### config.mk
export PLATFORM = sky130hd
export DESIGN_NAME = wdt_core
export DESIGN_NICKNAME = d
export VERILOG_FILES = /design/src/hdl/wdt_pkg.sv /design/src/hdl/wdt_tick.sv /design/src/hdl/wdt_core.sv
export VERILOG_INCLUDE_DIRS = /design/src /design/src/hdl
export SDC_FILE = /design/constraint.sdc
export NUM_CORES = 1
export LEC_CHECK = 0
export ABC_AREA = 1
export BUFFER_PORTS_ARGS = -buffer_cell sky130_fd_sc_hd__buf_2
export CAP_MARGIN = 15
export CORE_UTILIZATION = 60
export DETAILED_ROUTE_END_ITERATION = 8
export GPL_ROUTABILITY_DRIVEN = 1
export PLACE_DENSITY = 0.85
export SETUP_SLACK_MARGIN = 0.5
export SLEW_MARGIN = 5
export SYNTH_ARGS = -nofsm -noshare
export SYNTH_HDL_FRONTEND = slang
export SYNTH_HIERARCHICAL = 1
export SYNTH_SLANG_ARGS = --single-unit
### constraint.sdc
create_clock -name clk_sys_i -period 9.15 [get_ports clk_sys_i]
set_clock_uncertainty 0.15 [all_clocks]
set_input_delay 2.2875 -clock clk_sys_i [delete_from_list [all_inputs] [get_ports clk_sys_i]]
set_output_delay 2.2875 -clock clk_sys_i [all_outputs]
set_load 0.01 [all_outputs]
### src/hdl/wdt_map.svh
`ifndef WDT_MAP_SVH
`define WDT_MAP_SVH

// ----------------------------------------------------------------
// Register offsets (byte addresses)
// ----------------------------------------------------------------
`define WDT_OFF_CTRL 6'h00
`define WDT_OFF_CFG 6'h04
`define WDT_OFF_FLAGS 6'h08
`define WDT_OFF_IRQ_STAT 6'h0C
`define WDT_OFF_IRQ_MASK 6'h10
`define WDT_OFF_COUNT 6'h14

// ----------------------------------------------------------------
// Field positions
// ----------------------------------------------------------------
`define WDT_CTRL_EN_BIT 0
`define WDT_CTRL_PS_LSB 1
`define WDT_CTRL_PS_MSB 5
`define WDT_FLAG_EXPIRY_BIT 0
`define WDT_FLAG_PDOWN_BIT 1
`define WDT_IRQ_RESET_BIT 0
`define WDT_IRQ_WAKE_BIT 1

// ----------------------------------------------------------------
// Reset values
// ----------------------------------------------------------------
`define WDT_CTRL_RST 8'h16
`define WDT_CFG_RST 2'h3
`define WDT_IRQ_MASK_RST 2'h0

// ----------------------------------------------------------------
// Timing
// ----------------------------------------------------------------
`define WDT_OSC_KHZ 31
`define WDT_TICK_US 1000
`define WDT_PS_BASE_SHIFT 5
`define WDT_PS_MAX 5'h12
`define WDT_CNT_W 24

`endif

### src/hdl/wdt_pkg.sv
package wdt_pkg;

  // ----------------------------------------------------------------
  // Types
  // ----------------------------------------------------------------
  typedef enum logic [1:0] {
    WDT_MODE_OFF,
    WDT_MODE_SW,
    WDT_MODE_AWAKE,
    WDT_MODE_ON
  } wdt_mode_t;

  typedef struct packed {
    logic clr_instr;
    logic sleep;
    logic osc_fail;
    logic ost_run;
  } wdt_evt_t;

  typedef struct packed {
    logic s1;
    logic s2;
    logic s3;
  } wdt_sync_t;

  typedef struct packed {
    logic [4:0] ps;
    logic swen;
    logic [1:0] mode;
    logic [23:0] cnt;
    logic sleep;
    logic expiry;
    logic pdown;
    logic [1:0] irq_st;
    logic [1:0] irq_mask;
    logic rst;
    logic wake;
    logic irq;
    logic aw_got;
    logic [5:0] awaddr;
    logic w_got;
    logic [31:0] wdata;
    logic [3:0] wstrb;
    logic awready;
    logic wready;
    logic bvalid;
    logic [1:0] bresp;
    logic arready;
    logic rvalid;
    logic [31:0] rdata;
    logic [1:0] rresp;
  } wdt_state_t;

endpackage

### src/hdl/wdt_tick.sv
`timescale 1ns/10ps
`default_nettype none

module wdt_tick (
  input wire logic clk_sys_i,
  input wire logic rst_b_i,
  input wire logic ce_i,
  input wire logic osc_i,
  output logic edge_o
);
  import wdt_pkg::*;

  wdt_sync_t q;
  wdt_sync_t d;

  // ----------------------------------------------------------------
  // Synchroniser and rising-edge detector
  // ----------------------------------------------------------------
  // The edge is taken between the second and third stages so that the
  // first stage only ever feeds the second.
  always_comb begin
    d = q;
    d.s1 = osc_i;
    d.s2 = q.s1;
    d.s3 = q.s2;
  end

  always_ff @(posedge clk_sys_i or negedge rst_b_i) begin
    if (!rst_b_i) begin
      q <= '0;
    end else if (ce_i) begin
      q <= d;
    end
  end

  assign edge_o = ce_i & q.s2 & ~q.s3; // see RULE2

endmodule

`default_nettype wire

### src/hdl/wdt_core.sv
// Overview of operation
// RULE1: Active awake watchdog resets the device when the count reaches the time-out.
// RULE2: Counts edges of an independent low-frequency oscillator, about 31 kHz, 1 ms ticks.
// RULE3: A two-bit mode selects four modes; 00 keeps the watchdog off always.
// RULE4: Mode 11 keeps the watchdog active always, sleep included, ignoring soft enable.
// RULE5: Mode 10 is active while awake and off while asleep.
// RULE6: Mode 01 follows the soft enable bit, regardless of sleep.
// RULE7: Five-bit period select spans 1 ms to 256 s; reset selects 2 s.
// RULE8: Counter clears on reset, clear instruction, oscillator failure, and while disabled.
// RULE9: Entering sleep clears the counter; counting resumes from zero if still enabled.
// RULE10: Leaving sleep clears it; it stays clear while the start-up timer runs.
// RULE11: A time-out during sleep wakes the core instead of resetting.
// RULE12: A sleep wake sets the expiry and power-down flags.
// RULE13: Code 00000 is 1:32, each step doubles to 10010; higher codes act as 1:32.
// RULE14: The core must clear the watchdog more often than the time-out.
`timescale 1ns/10ps
`default_nettype none
`include "wdt_map.svh"

module wdt_core #(
  parameter int CNT_W = `WDT_CNT_W
) (
  input wire logic clk_sys_i,
  input wire logic rst_b_i,
  input wire logic ce_i,
  input wire logic low_freq_internal_osc_i,
  input wire wdt_pkg::wdt_evt_t evt_i,
  output logic wdt_reset_o,
  output logic wake_o,
  output logic irq_o,
  input wire logic [5:0] s_axi_awaddr_i,
  input wire logic s_axi_awvalid_i,
  output logic s_axi_awready_o,
  input wire logic [31:0] s_axi_wdata_i,
  input wire logic [3:0] s_axi_wstrb_i,
  input wire logic s_axi_wvalid_i,
  output logic s_axi_wready_o,
  output logic [1:0] s_axi_bresp_o,
  output logic s_axi_bvalid_o,
  input wire logic s_axi_bready_i,
  input wire logic [5:0] s_axi_araddr_i,
  input wire logic s_axi_arvalid_i,
  output logic s_axi_arready_o,
  output logic [31:0] s_axi_rdata_o,
  output logic [1:0] s_axi_rresp_o,
  output logic s_axi_rvalid_o,
  input wire logic s_axi_rready_i
);
  import wdt_pkg::*;

  // ----------------------------------------------------------------
  // Parameter check
  // ----------------------------------------------------------------
  // The counter must hold the longest prescale of 2^23 oscillator edges.
  if (CNT_W != 24) begin : g_bad_width
    $error("wdt_core: CNT_W must be 24");
  end

  wdt_state_t q;
  wdt_state_t d;
  logic osc_edge;
  logic active;
  logic sleep_entry;
  logic sleep_exit;
  logic clear;
  logic expire;
  logic [4:0] sel;
  logic [23:0] term;
  logic [31:0] rd_mux;
  logic rd_ok;
  logic wr_ok;

  wdt_tick u_tick (
    .clk_sys_i(clk_sys_i),
    .rst_b_i(rst_b_i),
    .ce_i(ce_i),
    .osc_i(low_freq_internal_osc_i),
    .edge_o(osc_edge)
  );

  // ----------------------------------------------------------------
  // Mode, period and clearing
  // ----------------------------------------------------------------
  always_comb begin
    unique case (wdt_mode_t'(q.mode))
      WDT_MODE_ON: active = 1'b1; // see RULE4
      WDT_MODE_AWAKE: active = ~evt_i.sleep; // see RULE5
      WDT_MODE_SW: active = q.swen; // see RULE6
      WDT_MODE_OFF: active = 1'b0; // see RULE3
    endcase
  end

  assign sleep_entry = evt_i.sleep & ~q.sleep;
  assign sleep_exit = ~evt_i.sleep & q.sleep;
  // Our own reset pulse also restarts the count, so a stuck core sees
  // repeated resets rather than one.
  assign clear = evt_i.clr_instr | evt_i.osc_fail | evt_i.ost_run | ~active | sleep_entry
    | sleep_exit | q.rst; // see RULE8, RULE9, RULE10
  assign sel = (q.ps > `WDT_PS_MAX) ? 5'h00 : q.ps; // see RULE13
  assign term = (24'h000001 << (sel + 5'(`WDT_PS_BASE_SHIFT))) - 24'h000001; // see RULE7
  // Compare with >= so that shortening the period mid-count still fires.
  assign expire = osc_edge & ~clear & (q.cnt >= term); // see RULE1

  // ----------------------------------------------------------------
  // Register read mux
  // ----------------------------------------------------------------
  always_comb begin
    rd_mux = 32'h00000000;
    rd_ok = 1'b1;
    unique case (s_axi_araddr_i)
      `WDT_OFF_CTRL: rd_mux = {26'h0000000, q.ps, q.swen};
      `WDT_OFF_CFG: rd_mux = {30'h00000000, q.mode};
      `WDT_OFF_FLAGS: rd_mux = {30'h00000000, q.pdown, q.expiry};
      `WDT_OFF_IRQ_STAT: rd_mux = {30'h00000000, q.irq_st};
      `WDT_OFF_IRQ_MASK: rd_mux = {30'h00000000, q.irq_mask};
      `WDT_OFF_COUNT: rd_mux = {8'h00, q.cnt};
      default: rd_ok = 1'b0;
    endcase
  end

  always_comb begin
    unique case (q.awaddr)
      `WDT_OFF_CTRL, `WDT_OFF_CFG, `WDT_OFF_IRQ_MASK: wr_ok = 1'b1;
      `WDT_OFF_FLAGS, `WDT_OFF_IRQ_STAT, `WDT_OFF_COUNT: wr_ok = 1'b1;
      default: wr_ok = 1'b0;
    endcase
  end

  // ----------------------------------------------------------------
  // Next state
  // ----------------------------------------------------------------
  always_comb begin
    d = q;
    d.sleep = evt_i.sleep;
    d.rst = 1'b0;
    d.wake = 1'b0;
    if (clear) begin
      d.cnt = 24'h000000; // see RULE8, RULE9, RULE10
    end else if (osc_edge) begin
      d.cnt = expire ? 24'h000000 : q.cnt + 24'h000001; // see RULE2
    end
    if (evt_i.clr_instr) begin
      d.expiry = 1'b0;
      d.pdown = 1'b0;
    end
    if (expire) begin
      d.expiry = 1'b1;
      if (evt_i.sleep) begin
        d.wake = 1'b1; // see RULE11
        d.pdown = 1'b1; // see RULE12
      end else begin
        d.rst = 1'b1; // see RULE1
      end
    end
    // AXI write: address and data are taken in either order.
    if (s_axi_awvalid_i && q.awready) begin
      d.aw_got = 1'b1;
      d.awaddr = s_axi_awaddr_i;
    end
    if (s_axi_wvalid_i && q.wready) begin
      d.w_got = 1'b1;
      d.wdata = s_axi_wdata_i;
      d.wstrb = s_axi_wstrb_i;
    end
    if (q.aw_got && q.w_got && !q.bvalid) begin
      d.aw_got = 1'b0;
      d.w_got = 1'b0;
      d.bvalid = 1'b1;
      d.bresp = wr_ok ? 2'h0 : 2'h2;
      if (q.wstrb[0]) begin
        unique case (q.awaddr)
          `WDT_OFF_CTRL: begin
            d.ps = q.wdata[`WDT_CTRL_PS_MSB:`WDT_CTRL_PS_LSB]; // see RULE7
            d.swen = q.wdata[`WDT_CTRL_EN_BIT]; // see RULE6
          end
          `WDT_OFF_CFG: d.mode = q.wdata[1:0]; // see RULE3
          `WDT_OFF_IRQ_MASK: d.irq_mask = q.wdata[1:0];
          default: d.mode = d.mode;
        endcase
      end
    end else if (q.bvalid && s_axi_bready_i) begin
      d.bvalid = 1'b0;
    end
    // AXI read; a read of the event status clears it, new events win.
    if (s_axi_arvalid_i && q.arready) begin
      d.rvalid = 1'b1;
      d.rdata = rd_mux;
      d.rresp = rd_ok ? 2'h0 : 2'h2;
      if (s_axi_araddr_i == `WDT_OFF_IRQ_STAT) begin
        d.irq_st = 2'h0;
      end
    end else if (q.rvalid && s_axi_rready_i) begin
      d.rvalid = 1'b0;
    end
    if (d.rst) begin
      d.irq_st[`WDT_IRQ_RESET_BIT] = 1'b1;
    end
    if (d.wake) begin
      d.irq_st[`WDT_IRQ_WAKE_BIT] = 1'b1;
    end
    d.irq = |(d.irq_st & d.irq_mask);
    d.awready = ~d.aw_got & ~d.bvalid;
    d.wready = ~d.w_got & ~d.bvalid;
    d.arready = ~d.rvalid;
  end

  always_ff @(posedge clk_sys_i or negedge rst_b_i) begin
    if (!rst_b_i) begin
      q <= '0;
      q.ps <= 5'(`WDT_CTRL_RST >> `WDT_CTRL_PS_LSB); // see RULE7
      q.swen <= 1'(`WDT_CTRL_RST >> `WDT_CTRL_EN_BIT);
      q.mode <= `WDT_CFG_RST;
      q.irq_mask <= `WDT_IRQ_MASK_RST;
      q.awready <= 1'b1;
      q.wready <= 1'b1;
      q.arready <= 1'b1;
    end else if (ce_i) begin
      q <= d;
    end
  end

  assign wdt_reset_o = q.rst;
  assign wake_o = q.wake;
  assign irq_o = q.irq;
  assign s_axi_awready_o = q.awready;
  assign s_axi_wready_o = q.wready;
  assign s_axi_bvalid_o = q.bvalid;
  assign s_axi_bresp_o = q.bresp;
  assign s_axi_arready_o = q.arready;
  assign s_axi_rvalid_o = q.rvalid;
  assign s_axi_rdata_o = q.rdata;
  assign s_axi_rresp_o = q.rresp;
endmodule

`default_nettype wire

==> results of run 1 <==
==> registers in the layout (all words and copies together) (netlist names) <==
signal,flops
q,54
s_axi_awready_o,1
s_axi_wready_o,1
s_axi_bvalid_o,1
s_axi_rresp_o,1
wdt_reset_o,1
u_tick/d,2
s_axi_rdata_o,24
s_axi_arready_o,1
wake_o,1
s_axi_rvalid_o,1
u_tick/q,1
s_axi_bresp_o,1
irq_o,1
==> stage by stage <==
| stage | utilization [%] | power, mW |
|---|---|---|
| 2_1_floorplan | - | 0.832 |
| 4_1_cts | 65.9 | 1.22 |
| 3_5_place_dp | 63.5 | 0.924 |
| 3_3_place_gp | 63.5 | 0.894 |
| 5_1_grt | 66.2 | 1.31 |
| 6_report | 66.2 | 1.23 |
==> cell usage after synthesis, types with 2 or more instances <==
| cell | number | area share, % |
|---|---|---|
| buf_4 | 42 | 5.5 |
| a21oi_2 | 4 | 0.61 |
| nor2_4 | 3 | 0.59 |
| nor3_1 | 11 | 0.95 |
| buf_2 | 4 | 0.35 |
| clkbuf_1 | 9 | 0.59 |
| nor3_4 | 2 | 0.56 |
| nor2_1 | 54 | 3.5 |
| o31ai_1 | 14 | 1.8 |
| o2111ai_1 | 2 | 0.30 |
| o21a_1 | 2 | 0.26 |
| conb_1 | 2 | 0.13 |
| nand4_1 | 15 | 1.6 |
| a21oi_1 | 21 | 1.8 |
| o21ai_0 | 51 | 4.4 |
| nor4_1 | 4 | 0.43 |
| dfstp_2 | 8 | 3.6 |
| a22oi_1 | 5 | 0.65 |
| nand3_1 | 31 | 2.7 |
| inv_1 | 85 | 5.5 |
| nand3_2 | 3 | 0.52 |
| xor2_1 | 17 | 2.6 |
| dfrtp_1 | 83 | 36 |
| o21bai_1 | 3 | 0.39 |
| nor2_2 | 6 | 0.65 |
| nand3b_1 | 4 | 0.52 |
| nor3_2 | 2 | 0.35 |
| nand2_1 | 186 | 12 |
| nand2_2 | 9 | 0.98 |
| buf_6 | 3 | 0.59 |
| a21o_1 | 3 | 0.39 |
| o21ai_1 | 2 | 0.17 |
| a31oi_1 | 2 | 0.22 |
| o22ai_1 | 7 | 0.76 |
| inv_2 | 7 | 0.46 |
| xnor2_1 | 4 | 0.61 |
| ha_1 | 26 | 5.6 |
==> per-layer routing <==
layer  global-route usage, %  share of wire, %
met2                    46.3                49
met1                    34.7                42
met5                       0                 0
met3                    3.83               6.1
met4                    9.70               2.5
==> path summary, 6_finish.rpt <==
check | endpoint | slack (ns) | cells after the start
worst max-delay path | q[116] | 5.11 | 22
max in group asynchronous | q[123] | 6.41 | 2
worst min-delay path | s_axi_wready_o | 0.33 | 2
min in group asynchronous | u_tick/d[0] | 1.75 | 1
worst max register to register | q[116] | 5.11 | 22
worst min register to register | s_axi_wready_o | 0.33 | 2
==> critical path, delay by kind of cell, from the launching register on <==
| kind | cells | cell delay (ns) |
|---|---|---|
| buf+inv | 1 | 0.08 |
| simple gates | 16 | 2.23 |
| flops | 1 | 0.65 |
| fa+ha+maj | 1 | 0.30 |
| compound gates | 4 | 0.52 |
==> kinds of logic (layout without fill, tap and decap cells) <==
kind of cell	count (synthesis)	after routing	share of synthesized area (%)
xor gates and xnor gates	21	21	3.19
and+or+nand+nor	334	334	26.2
DFF	91	91	39.6
AOI/OAI and AO/OA	118	118	12.1
adders and majority gates	26	26	5.64
other	2	15	0.130
buffers and inverters	152	174	13.1
==> where the power goes <==
group          switching [mW]  internal (mW)  total, mW
Combinational           0.265          0.138      0.404
Clock                   0.161          0.139      0.300
Sequential             0.0528          0.471      0.524
Total                   0.479          0.749       1.23
==> final cells by class <==
cell class,count,area [µm²]
Fill cell,814,3140
Clock buffer,10,138
Clock inverter,6,80.1
Tap cell,129,161
Multi-Input combinational cell,514,2780
Inverter,92,345
Sequential cell,91,2290
Timing Repair Buffer,66,355
==> flow_summary.yaml, run 1 <==
yosys:
  synth-seq-area-share_pct: 39.6
  synth_ff_type: "dfrtp_1"
  synth_seq_cells: 91
  syn_avg_cell_area_um2: 7.76
  yosysWarnings: 6
  synth-async-reset-ratio_pct: 100
  synth_edf_count: 0
  ys_types: 45
  syn-instance-count: 744
  syn_area_um2: 5770
place:
  io_buffers: 65
  placed_cell_area_um2: 5900
  dp_hpwl_mm: 9.51
  place_ws_ns: 4.82
  dpl.cell_count: 891
  gp_congestion: 0.899
worst_setup_path:
  rr_startpoint: "q[123]"
  critPathKind: "register to register"
  critPathSlowestCell: "dfstp_2"
  startpoint: "q[123]"
  cp_common_cell: "nand2_1"
  slowest_delay_ns: 0.65
  start_kind: "register"
  crit_required_ns: 9.26
  cp-end-kind: "register"
  path_cells: "nand2_2 -> a21oi_2 -> nand2_2 -> nand3_2 -> inv_1 -> o21ai_0 -> nand3_1 -> nor2_2 -> nand2_1 -> o21ai_0 -> nand2_1 -> ha_1 -> nand2_1 -> nor2_1 -> nand3_1 -> nor2_1 -> nand2_1 -> nand2_1 -> nand2_1 -> nand2_1 -> nand2_1 -> o21a_1"
  crit_path_max_fanout: 11
  worst_ep_arrival_time_ns: 4.15
cells_and_area:
  layoutNonFillerInstCount: 908
  final_area_um2: 6140
  final_layout_size_suffix_gt1_share_pct: 16.6
  diodes: 0
  syn_to_final_growth_pct: 6.44
  layout_common_cells: "nand2_1 (186), inv_1 (85), dfrtp_1 (83)"
  final_common_cell: "nand2_1"
  fin_nets: 861
floorplanning:
  core_area_um2: 9280
  die_width_um: 100
  start_util_pct: 62.2
  dieArea_um2: 10000
  placementRows: 35
  top_level_ports: 105
  die_h_um: 100
cts:
  clk_path_buf_depth: 2
  insertion_delay_ns: 0.36
  tritoncts: "built"
  numCtsBuffers: 9
  clkSinkCount: 91
  cts-hold-fix-buffers: 0
  post_cts_resized: 0
  postCtsSetupRepairBufs: 0
  path_clk_slew_ns: 0.10
  root_buffer: "clkbuf_8"
  htreeDepth: 3
grt:
  globalRouteTotalUtil_pct: 26.9
  grt_overflow: 0
  antenna_found_initial: 0
  grt_pass1_wl_mm: 21.5
  grt_pass1_vias: 4710
  grt_max_degree: 92
job:
  drv_cap: 0
timing:
  slew_viol_final: 0
  finalSetupViolations: 0
  whs_ns: 0.334
  relSlewSlack_pct: 47.8
  setup_ws_ns: 5.11
  finalCritPeriodShare_pct: 44.1
  hold_violations: 0
  setup_tns_ns: 0
  tightest_slew_ns: 0.781
  period_needed_ns: 4.04
  fmax_mhz: 248
  rsz0062_at_grt: "no"
power_and_ir_drop:
  peakVddDrop_v: 0.000126
  p_leak_nw: 3.07
  p_per_area_nw_per_um2: 200
outcome:
  status: "finished, final reports clean"
routing:
  drt-initial-drc-count: 283
  dr.pass1.iters: 5
  vias_per_cell: 5.50
  totalWireLength_mm: 12.8
  drc: 0
  dr_total_vias: 4991
  wire_per_inst_um: 14.1
  drt.antenna.violating_nets: 0
worst_hold_path:
  hold_path_class: "register to register"
  worstHoldStart: "s_axi_wready_o"
(Power assumes the default switching activity.)
==> run 2: changes to the inputs <==
--- a/config.mk
+++ b/config.mk
@@ -9,10 +9,10 @@
 export ABC_AREA = 1
 export BUFFER_PORTS_ARGS = -buffer_cell sky130_fd_sc_hd__buf_2
 export CAP_MARGIN = 15
-export CORE_UTILIZATION = 60
+export CORE_UTILIZATION = 51
 export DETAILED_ROUTE_END_ITERATION = 8
 export GPL_ROUTABILITY_DRIVEN = 1
-export PLACE_DENSITY = 0.85
+export PLACE_DENSITY = 0.77
 export SETUP_SLACK_MARGIN = 0.5
 export SLEW_MARGIN = 5
 export SYNTH_ARGS = -nofsm -noshare
==> constraint.sdc (replaced) <==
create_clock -name clk_sys_i -period 3.6 [get_ports clk_sys_i]
set_clock_uncertainty 0.15 [all_clocks]
set_input_delay 0.9 -clock clk_sys_i [delete_from_list [all_inputs] [get_ports clk_sys_i]]
set_output_delay 0.9 -clock clk_sys_i [all_outputs]
set_load 0.01 [all_outputs]
==> flow_summary.yaml, run 2 (synthesized netlist as in run 1, its figures left out) <==
job:
  drv_cap: 0
cells_and_area:
  layout_common_cells: "nand2_1 (175), inv_1 (82), dfrtp_1 (81)"
  diodes: 0
  fin_nets: 892
  seq_area_um2: 2290
  syn_to_final_growth_pct: 16.6
  utilization_pct: 61.6
  final_common_cell: "nand2_1"
  final_layout_size_suffix_gt1_share_pct: 25.3
  largest_reg_flops: 54
  multi_input_area_um2: 3040
  final_area_um2: 6730
  layoutNonFillerInstCount: 950
  regMostFlops: "q"
  fillers: 922
floorplanning:
  die_h_um: 108
  start_util_pct: 52.8
  dieArea_um2: 11700
  top_level_ports: 105
  core_area_um2: 10900
  die_width_um: 108
  placementRows: 38
place:
  placed_cell_area_um2: 5980
  place_ws_ns: 0.0977
  gp_congestion: 0.886
  dpl.cell_count: 911
  io_buffers: 65
  dp_hpwl_mm: 10.0
routing:
  vias_per_cell: 5.46
  dr_total_vias: 5188
  dr.pass1.iters: 5
  drt-initial-drc-count: 326
  drc: 0
  drt.antenna.violating_nets: 0
  wire_per_inst_um: 15.2
  totalWireLength_mm: 14.5
grt:
  grt_overflow: 0
  grt_pass1_vias: 5043
  antenna_found_initial: 0
  grt_max_degree: 49
  grt_pass1_wl_mm: 23.7
  globalRouteTotalUtil_pct: 25.5
power_and_ir_drop:
  pwr-share-seq_pct: 36.3
  p_sw_share_pct: 37.9
  p_per_area_nw_per_um2: 541
  clkPwrFrac_pct: 26.5
  p_int_mw: 2.26
  peakVddDrop_v: 0.000423
  p_leak_nw: 3.31
  comb_power_share_pct: 37.2
  p_switching_mw: 1.38
  total_power_mw: 3.64
worst_setup_path:
  ff2ff_setup_slack_ns: 0.35
  r2r_cells: 20
  worst_ep_arrival_time_ns: 3.37
  cp-end-kind: "register"
  rr_startpoint: "q[122]"
  crit_path_max_fanout: 4
  start_kind: "register"
  crit_required_ns: 3.72
  critPathKind: "register to register"
  r2r_end: "q[110]"
cts:
  clkSinkCount: 91
  root_buffer: "clkbuf_16"
  path_clk_slew_ns: 0.07
  cts-hold-fix-buffers: 0
  clk_path_buf_depth: 2
  insertion_delay_ns: 0.35
  htreeDepth: 3
  numCtsBuffers: 9
  tritoncts: "built"
timing:
  whs_ns: 0.326
  finalCritPeriodShare_pct: 90.4
  rsz0062_at_grt: "yes"
  slew_viol_final: 0
  hold_violations: 0
  setup_tns_ns: 0
  relSlewSlack_pct: 47.0
  period_needed_ns: 3.25
  setup_ws_ns: 0.346
  finalSetupViolations: 0
  fmax_mhz: 307
  tightest_slew_ns: 0.792
outcome:
  status: "finished, final reports clean"
worst_hold_path:
  whs_endpoint: "s_axi_rdata_o[16]"
  hold_path_class: "register to register"
  worstHoldStart: "s_axi_rdata_o[16]"
  holdPathStages: 2
[run 2: area by class of cell]
type	count	share of cell area [%]
sequential	91	34.0
tap	140	2.60
timing repair buffer	97	8.72
inverter	92	5.17
multi-input combinational	514	45.1
clock buffer	11	3.46
clock inverter	5	0.911
[run 2: power groups by stage]
stage / sequential, mW / clock [mW] / combinational (mW)
global route: 1.34 / 1.02 / 1.50
CTS: 1.31 / 0.972 / 1.13
global placement: 1.34 / 0 / 0.951
finish: 1.32 / 0.966 / 1.35
floorplan: 1.29 / 0 / 0.825
detailed placement: 1.35 / 0 / 1.01
[run 2: how the worst max path moves through the flow]
stage,from,to,slack [ns],cells past startpoint
final,q[122],q[110],0.35,20
after global routing,q[122],q[99],0.19,21
after CTS,q[123],q[99],0.39,22
after detailed placement,q[123],q[116],0.1,22
after global placement,q[123],q[117],0.21,22
after floorplan,q[123],q[103],0.54,23
[run 2: timing repair]
| item | CTS | global route |
|---|---|---|
| endpoints found under the hold margin | 0 | 0 |
| resized for setup | 41 | 37 |
| pin swaps | 21 | 31 |
| setup endpoints to repair | 31 | 31 |
| buffers inserted | 12 | 11 |
[run 2: routing by layer]
layer | track usage (%) | wire length (µm)
met1 | 32.1 | 6050
met2 | 43.2 | 7260
met3 | 4.16 | 740
met4 | 10.8 | 430
met5 | 0 | 0
[run 2: critical path, stage by stage (launching register included)]
cell and delay (ns):
dfstp_2 0.59, buf_4 0.13, inv_1 0.10, nand4_1 0.20
nor2_4 0.07, nor2_2 0.12, nand2_2 0.09, buf_4 0.15
nor2_1 0.10, xor2_1 0.19, ha_1 0.26, nand2_1 0.11
nor2_4 0.04, nand2_1 0.06, nand2_1 0.08, a21oi_4 0.18
nand2_2 0.10, nand2_2 0.10, nand2_4 0.09, buf_6 0.15
a21oi_2 0.13
